<file path="src/rsc_pkg.sv">
// constants and decode tables for the reset strap clock ratio selection
// How it works
// [RULE_01] four platform straps decode to 3,4,5,6,8,9,10 or 12 to one
// [RULE_02] board pulls every platform strap; no default ratio exists
// [RULE_03] three core straps decode to core to platform ratio in halves
// [RULE_04] memory field decodes 3..12 to one, 110 reserved, 111 synchronous
// [RULE_05] synchronous memory buses run at half the platform clock
// [RULE_06] data rate equals platform clock when synchronous, else PLL output
// [RULE_07] board supplies memory reference clock only for asynchronous mode
// [RULE_08] memory divide setting halves the memory bus clock
// [RULE_09] software sets memory divide before memory controller init starts
// [RULE_10] PCI clock from system reference when synchronous, else PCI pin
// [RULE_11] board gives separate PCI clock when reference is out of range
// [RULE_12] io port straps may power down the first serial lane block
// [RULE_13] straps captured once after reset release, held until next reset
// [RULE_14] reserved code in any sampled ratio field flags configuration error
package rsc_pkg;
   // platform ratio strap codes
   localparam logic [3:0] PLAT_CODE_3  = 4'h3;
   localparam logic [3:0] PLAT_CODE_4  = 4'h4;
   localparam logic [3:0] PLAT_CODE_5  = 4'h5;
   localparam logic [3:0] PLAT_CODE_6  = 4'h6;
   localparam logic [3:0] PLAT_CODE_8  = 4'h8;
   localparam logic [3:0] PLAT_CODE_9  = 4'h9;
   localparam logic [3:0] PLAT_CODE_10 = 4'ha;
   localparam logic [3:0] PLAT_CODE_12 = 4'hc;
   // core ratio strap codes, ratio given in halves
   localparam logic [2:0] CORE_CODE_RSVD = 3'h2;
   // memory ratio field codes
   localparam logic [2:0] MEM_CODE_RSVD  = 3'h6;
   localparam logic [2:0] MEM_CODE_SYNC  = 3'h7;
   // memory bus divisor relative to the data rate source
   localparam logic [2:0] MEM_BUS_DIV_DEFAULT = 3'h2;
   localparam logic [2:0] MEM_BUS_DIV_HALVED  = 3'h4;
   // permitted PCI input clock range
   localparam int PCI_MIN_MHZ = 33;
   localparam int PCI_MAX_MHZ = 66;
   // values after reset
   localparam logic [3:0] RATIO_RST   = 4'h0;
   localparam logic [2:0] BUS_DIV_RST = 3'h0;

   // platform ratio as multiplier, zero for reserved
   function automatic logic [3:0] rsc_platform_dec(input logic [3:0] c);
      case (c)
         PLAT_CODE_3, PLAT_CODE_4, PLAT_CODE_5, PLAT_CODE_6,
         PLAT_CODE_8, PLAT_CODE_9, PLAT_CODE_10, PLAT_CODE_12:
            rsc_platform_dec = c;
         default: rsc_platform_dec = 4'h0;
      endcase
   endfunction

   // core ratio in halves, zero for reserved
   function automatic logic [3:0] rsc_core_dec(input logic [2:0] c);
      case (c)
         3'h0:    rsc_core_dec = 4'h8;
         3'h1:    rsc_core_dec = 4'h9;
         3'h3:    rsc_core_dec = 4'h3;
         3'h4:    rsc_core_dec = 4'h4;
         3'h5:    rsc_core_dec = 4'h5;
         3'h6:    rsc_core_dec = 4'h6;
         3'h7:    rsc_core_dec = 4'h7;
         default: rsc_core_dec = 4'h0;
      endcase
   endfunction

   // memory PLL multiplier, zero for reserved or synchronous
   function automatic logic [3:0] rsc_mem_dec(input logic [2:0] c);
      case (c)
         3'h0:    rsc_mem_dec = 4'h3;
         3'h1:    rsc_mem_dec = 4'h4;
         3'h2:    rsc_mem_dec = 4'h6;
         3'h3:    rsc_mem_dec = 4'h8;
         3'h4:    rsc_mem_dec = 4'ha;
         3'h5:    rsc_mem_dec = 4'hc;
         default: rsc_mem_dec = 4'h0;
      endcase
   endfunction
endpackage

</file>
<file path="src/rsc_clock_ratio_select.sv">
// strap capture and clock ratio selection logic
`timescale 1ns/1ps
`default_nettype none
module rsc_clock_ratio_select #(
   parameter int         SYS_REF_MHZ   = 40,
   parameter logic [2:0] LANE1_PD_CODE = 3'h7
) (
   input  wire logic       sys_clk,
   input  wire logic       rst,
   input  wire logic [3:0] platform_ratio_strap,
   input  wire logic       local_bus_control_strap,
   input  wire logic       address_latch_strap,
   input  wire logic       general_purpose_line_two_strap,
   input  wire logic [2:0] memory_ratio_strap,
   input  wire logic [2:0] io_port_config_strap,
   input  wire logic       pci_async_strap,
   input  wire logic       memory_clock_divide_setting,
   input  wire logic       memory_init_start,
   output logic      [3:0] platform_ratio_r,
   output logic      [3:0] core_ratio_halves_r,
   output logic      [3:0] mem_pll_ratio_r,
   output logic            mem_sync_mode_r,
   output logic            mem_data_from_pll_r,
   output logic      [2:0] mem_bus_div_r,
   output logic            pci_clk_from_alt_r,
   output logic            lane1_power_down_r,
   output logic            config_error_r,
   output logic            ratios_valid_r
);
   import rsc_pkg::*;

   ////////////////////////////////////////////////////////////////////////
   // captured straps
   logic       cap_done_r;
   logic [3:0] cap_plat_r;
   logic [2:0] cap_core_r;
   logic [2:0] cap_mem_r;
   logic [2:0] cap_io_r;
   logic       cap_pci_r;
   logic       div_lock_r;
   logic       div_held_r;
   logic       div_eff;
   logic       pci_in_range;

   assign pci_in_range = (SYS_REF_MHZ >= PCI_MIN_MHZ) &&
                         (SYS_REF_MHZ <= PCI_MAX_MHZ);
   // divide setting is frozen once memory init begins
   assign div_eff = div_lock_r ? div_held_r : memory_clock_divide_setting;

   // single capture on the first clock after reset release
   always_ff @(posedge sys_clk) begin
      if (rst) begin
         cap_done_r <= 1'b0;
         cap_plat_r <= 4'h0;
         cap_core_r <= 3'h0;
         cap_mem_r  <= 3'h0;
         cap_io_r   <= 3'h0;
         cap_pci_r  <= 1'b0;
      end else if (!cap_done_r) begin
         cap_done_r <= 1'b1;                               // [RULE_13]
         cap_plat_r <= platform_ratio_strap;               // [RULE_13]
         cap_core_r <= {local_bus_control_strap, address_latch_strap,
                        general_purpose_line_two_strap};
         cap_mem_r  <= memory_ratio_strap;
         cap_io_r   <= io_port_config_strap;
         cap_pci_r  <= pci_async_strap;
      end
   end

   ////////////////////////////////////////////////////////////////////////
   // ratio decode, stable because captured straps never change
   always_ff @(posedge sys_clk) begin
      if (rst) begin
         platform_ratio_r    <= RATIO_RST;
         core_ratio_halves_r <= RATIO_RST;
         mem_pll_ratio_r     <= RATIO_RST;
         mem_sync_mode_r     <= 1'b0;
         mem_data_from_pll_r <= 1'b0;
         ratios_valid_r      <= 1'b0;
      end else if (cap_done_r) begin
         platform_ratio_r    <= rsc_platform_dec(cap_plat_r);  // [RULE_01]
         core_ratio_halves_r <= rsc_core_dec(cap_core_r);      // [RULE_03]
         mem_pll_ratio_r     <= rsc_mem_dec(cap_mem_r);        // [RULE_04]
         mem_sync_mode_r     <= (cap_mem_r == MEM_CODE_SYNC);  // [RULE_04]
         // data rate source: platform clock or memory PLL
         mem_data_from_pll_r <= (cap_mem_r != MEM_CODE_SYNC);  // [RULE_06]
         ratios_valid_r      <= 1'b1;
      end
   end

   // error on any reserved strap code, or sync PCI with bad reference
   always_ff @(posedge sys_clk) begin
      if (rst) begin
         config_error_r <= 1'b0;
      end else if (cap_done_r) begin
         config_error_r <= (rsc_platform_dec(cap_plat_r) == 4'h0) ||
                           (cap_core_r == CORE_CODE_RSVD) ||
                           (cap_mem_r == MEM_CODE_RSVD) ||
                           (!cap_pci_r && !pci_in_range); // [RULE_14]
      end
   end

   ////////////////////////////////////////////////////////////////////////
   // pci clock source and serial lane power down
   always_ff @(posedge sys_clk) begin
      if (rst) begin
         pci_clk_from_alt_r <= 1'b0;
         lane1_power_down_r <= 1'b0;
      end else if (cap_done_r) begin
         pci_clk_from_alt_r <= cap_pci_r;                        // [RULE_10]
         lane1_power_down_r <= (cap_io_r == LANE1_PD_CODE);      // [RULE_12]
      end
   end

   ////////////////////////////////////////////////////////////////////////
   // memory divide latch: held from the start of memory init
   always_ff @(posedge sys_clk) begin
      if (rst) begin
         div_lock_r <= 1'b0;
         div_held_r <= 1'b0;
      end else if (!div_lock_r && memory_init_start && cap_done_r) begin
         div_lock_r <= 1'b1;                                     // [RULE_09]
         div_held_r <= memory_clock_divide_setting;
      end
   end

   // memory bus clock divisor relative to the data rate source
   always_ff @(posedge sys_clk) begin
      if (rst) begin
         mem_bus_div_r <= BUS_DIV_RST;
      end else if (cap_done_r) begin
         mem_bus_div_r <= div_eff ? MEM_BUS_DIV_HALVED           // [RULE_08]
                                  : MEM_BUS_DIV_DEFAULT;         // [RULE_05]
      end
   end
endmodule
`default_nettype wire

</file>
<file path="config.mk">
export PLATFORM = sky130hd
export DESIGN_NAME = rsc_clock_ratio_select
export DESIGN_NICKNAME = d
export VERILOG_FILES = /design/src/rsc_pkg.sv /design/src/rsc_clock_ratio_select.sv
export SDC_FILE = /design/constraint.sdc
export NUM_CORES = 1
export LEC_CHECK = 0
export ABC_AREA = 0
export BUFFER_PORTS_ARGS = -buffer_cell sky130_fd_sc_hd__buf_2
export CAP_MARGIN = 0
export CORE_MARGIN = 5
export CORE_UTILIZATION = 50
export DETAILED_ROUTE_END_ITERATION = 8
export PLACE_DENSITY_LB_ADDON = 0.08
export SYNTH_ARGS = -nofsm -noshare
export SYNTH_HDL_FRONTEND = slang
export SYNTH_SLANG_ARGS = --single-unit
</file>
<file path="constraint.sdc">
create_clock -name sys_clk -period 1.5 [get_ports sys_clk]
set_input_delay 0.075 -clock sys_clk [delete_from_list [all_inputs] [get_ports sys_clk]]
set_output_delay 0.075 -clock sys_clk [all_outputs]
set_load 0.01 [all_outputs]
</file>
Word-level counts from Yosys, hierarchy flattened
Cells that the tools add are included.

cells by class
  add/sub/neg operators = 0
  multiply operators = 0
  divide/modulo/power cells = 0
  $lt $le $gt $ge = 0
  eq/ne operators = 24
  shifts and indexed selects = 0
  mux-type cells = 8
  bitwise operators = 0
  reductions and logical operators = 9

operators with widths
  operator              number
  $pmux W4 S7           1
  $eq A3 B3 Y1 const B  9
  $pmux W4 S6           1
  $eq A4 B4 Y1 const B  4
  $eq A3 B2 Y1 const B  4
  $eq A4 B3 Y1 const B  3
  $mux W4               3
  $reduce_or A8 Y1      1
  $eq A3 B1 Y1 const B  2
  $logic_not A3 Y1      2
  $eq A4 B2 Y1 const B  1
  $logic_not A4 Y1      1
  $mux W3               1
  $ne A3 B3 Y1 const B  1
  $logic_and A1 B1 Y1   2
  $logic_or A1 B1 Y1    2
  $mux W1               2
  $logic_not A1 Y1      1

storage, ports and cells
  bits in registers = 38
  bits in latches = 0
  memory bits (writable) = 0
  memory bits (read-only) = 0
  output and inout port bits = 21
  word-level logic and storage cells = 59
  memories = 0

Depth between registers and ports, before layout
  depth after elaboration = 8
  mapped depth = 6

Worst setup path before layout
Ideal clock, no wire load.

  path type = register to register
  from = register cap_done_r
  to = register core_ratio_halves_r[3]
  library setup time = 128 ps
  arrival time = 929 ps
  setup slack = 443 ps
  stages on the path, launching flop included = 7
  period minus slack after synthesis = 1057 ps
  path through = dfxtp_1 > buf_2 > inv_1 > buf_2 > buf_4 > a21oi_1 > nor2_1

RTL lines
  element                   line                          text
  start: declaration        rsc_clock_ratio_select.sv:34  logic cap_done_r;
  start signal: assignment  rsc_clock_ratio_select.sv:53  cap_done_r <= 1'b0;
  start signal: assignment  rsc_clock_ratio_select.sv:60  cap_done_r <= 1'b1;
  end signal: assignment    rsc_clock_ratio_select.sv:82  core_ratio_halves_r <= rsc_core_dec(cap_core_r);
  end: declaration          rsc_clock_ratio_select.sv:20  output logic [3:0] core_ratio_halves_r,

==> summary.txt <==
Final min period: 1.15 ns
slowest stage delay, CP: 0.34 ns
mean cell area of the mapped netlist: 9.11 sq um
Routed Antenna Nets: 0
VDD IR max: 0.946 mV
Yosys cell types: 27
fin. max-slew vios: 0
synth warn: 0
final setup TNS: 0 ns
clock latency on the worst-skew pair: 0.33 ns
total leakage power: 0.836 nW
most frequent cells in the layout: 37 x dfxtp_1, 37 x buf_2, 25 x nor2_1
Fin Clk Skew: 0.00286 ns
TritonCTS Buffers: 5
post-synthesis sequential area ratio: 53.5%
syn nets: 170
Final Hold Fails: 0
Top delay family on crit path: buffers and inverters
Reg clk slew, reported paths: 0.10 ns
Area contributors post-synth: dfxtp_1 53%, mux2i_1 7.9%, nor2_1 6.8%
Die H: 62.6 microns
Non-Filler Instances: 237
R2R setup slack: 0.35 ns
CORE AREA: 2710 sq um
Clock Tree Buf Depth: 2
Via density: 5.11
DR vias: 1211
Layout Area Growth over Synthesis: 30.6%
CP Class: register to register
RSZ-0062 raised after global routing: no
combinational share of power: 12.8%
critical path arrival: 1.41 ns
Final Cycle Share: 76.7%
largest net degree at the start of global routing: 34
initial core utilization: 51.1%
Final setup viols: 0
total gr overflow: 0
diode count: 0
Critical Path Start Type: register
highest clock rate: 869 MHz
# hold bufs at CTS: 17
critical path depth: 4
HPWL Detailed: 2000 microns
PD cells: 1010 nW/um^2
drt pass-1 iters: 4
worst setup margin: 0.349 ns
DRC viols: 0
Max stage delay cell, worst path: dfxtp_1
Die Width: 62.6 microns
internal power: 1.38 mW
Hold Path Depth: 2
worst-path cell chain: inv_1 > buf_4 > nand2_1 > a21oi_1
clk root buf: clkbuf_4
die area: 3920 sq um
synthesized area: 1390 sq um
Cells after Synth: 152
Yosys reg bits: 37
Switching Share: 24.5%
io pins: 39
Register-to-Register Path Depth: 4
drt total wl: 2950 microns
total track usage: 16.2%
Initial DRC Count: 66
clock sink count: 37
Yosys top cell area share: 53.5%
vias in the first global route: 1150
Worst Path Buf+Inv: 2
Crit Path Max Fanout: 13
IO buf count: 37
Worst Setup End Kind: register
setup repair bufs after CTS: 0
placed cells: 213
TritonCTS clock tree: yes
first-pass GRT wire length: 5150 microns
P_sw: 446 uW
Final GP Congestion: 0.815
sequential share of power: 59.0%
outcome: complete, no violations
WL/cell: 12.4 microns
cts repair resizes: 0
H-tree depth: 2
nets@finish: 224
Worst EP required: 1.76 ns
post-synth top area cell: dfxtp_1
Core Util, Final: 66.8%
dpl ws: 0.359 ns
clock network fraction of total power: 28.3%
Site Rows: 19
max cap viols: 0
antenna violations before repair: 0
worst min path class: register to register
layout cells sized above 1: 23.3%
through the flow:
step,hold WS (ns),power [mW],instance area (sq um)
floorplan,0.219,1.22,1390
global placement,0.303,1.29,1580
detailed placement,0.312,1.30,1580
CTS,0.469,1.85,1810
global route,0.483,1.93,1810
finish,0.470,1.82,1810
routing by layer:
| metal | vias to the layer above | track usage (%) | part of all wire [%] |
|---|---|---|---|
| met5 | - | 0 | 0 |
| met4 | 0 | 6.37 | 0.58 |
| met3 | 2 | 7.01 | 5.9 |
| met2 | 27 | 24.4 | 48 |
| met1 | 553 | 20.4 | 45 |
| li1 | 629 | - | - |
flip-flops by register name, summed over array words and instances, names as in the netlist, 2 cells and up:
name,flops
cap_mem_r,3
cap_plat_r,4
platform_ratio_r,4
cap_io_r,3
mem_bus_div_r,2
core_ratio_halves_r,4
mem_pll_ratio_r,4
cap_core_r,3
layout make-up:
cell class / count / area, sq um
fillers: 245 / 901
flip-flops and latches: 37 / 741
multi-input cells: 102 / 582
repair buffers: 58 / 385
clock buffers: 7 / 55.1
well taps: 31 / 38.8
inverters: 2 / 7.51
cells by family (layout without fill, tap and decap cells):
group	Yosys count	after routing	synth area share [%]
AND/OR/NAND/NOR	58	58	18.1
flip-flops	37	37	53.5
buffers and inverters	13	67	4.52
multiplexers	11	11	7.95
AO/OA/AOI/OAI	31	31	15.0
other	1	1	0.271
adder cells (fa/ha/maj)	1	1	0.723
power by group through the flow:
stage | Sequential (mW) | Clock (mW) | Combinational (mW)
2_1_floorplan | 1.10 | 0 | 0.121
3_3_place_gp | 1.09 | 0 | 0.195
3_5_place_dp | 1.10 | 0 | 0.200
4_1_cts | 1.07 | 0.540 | 0.234
5_1_grt | 1.08 | 0.588 | 0.261
6_report | 1.07 | 0.515 | 0.233
cells in the mapped netlist:
master / instances
conb_1: 1
and3_1: 2
o21a_1: 1
nand3b_1: 2
o211ai_1: 2
nor2_1: 25
a311oi_2: 1
buf_2: 5
nand4_1: 1
a2bb2oi_1: 2
nor3b_1: 1
maj3_1: 1
nor3_1: 1
a22oi_1: 1
a21oi_1: 17
mux2i_1: 11
a41o_1: 2
nand2_1: 22
dfxtp_1: 37
nor4b_1: 1
nor2b_1: 2
buf_4: 2
a211oi_1: 3
clkbuf_1: 4
nand2b_1: 1
a311oi_1: 2
inv_1: 2
worst register-to-register path, cell delays in order (launching register included):
cell and delay [ns]:
dfxtp_1 0.34, inv_1 0.30, buf_4 0.24, nand2_1 0.06, a21oi_1 0.14
final timing paths:
check | start | to
setup / recovery | cap_done_r$_DFF_P_ | cap_core_r[2]$_SDFFE_PP0N_
hold reg to reg | core_ratio_halves_r[2]$_SDFFE_PP0P_ | core_ratio_halves_r[2]$_SDFFE_PP0P_
setup reg to reg | cap_done_r$_DFF_P_ | cap_core_r[2]$_SDFFE_PP0N_
hold / removal | core_ratio_halves_r[2]$_SDFFE_PP0P_ | core_ratio_halves_r[2]$_SDFFE_PP0P_
(Power assumes the default switching activity.)
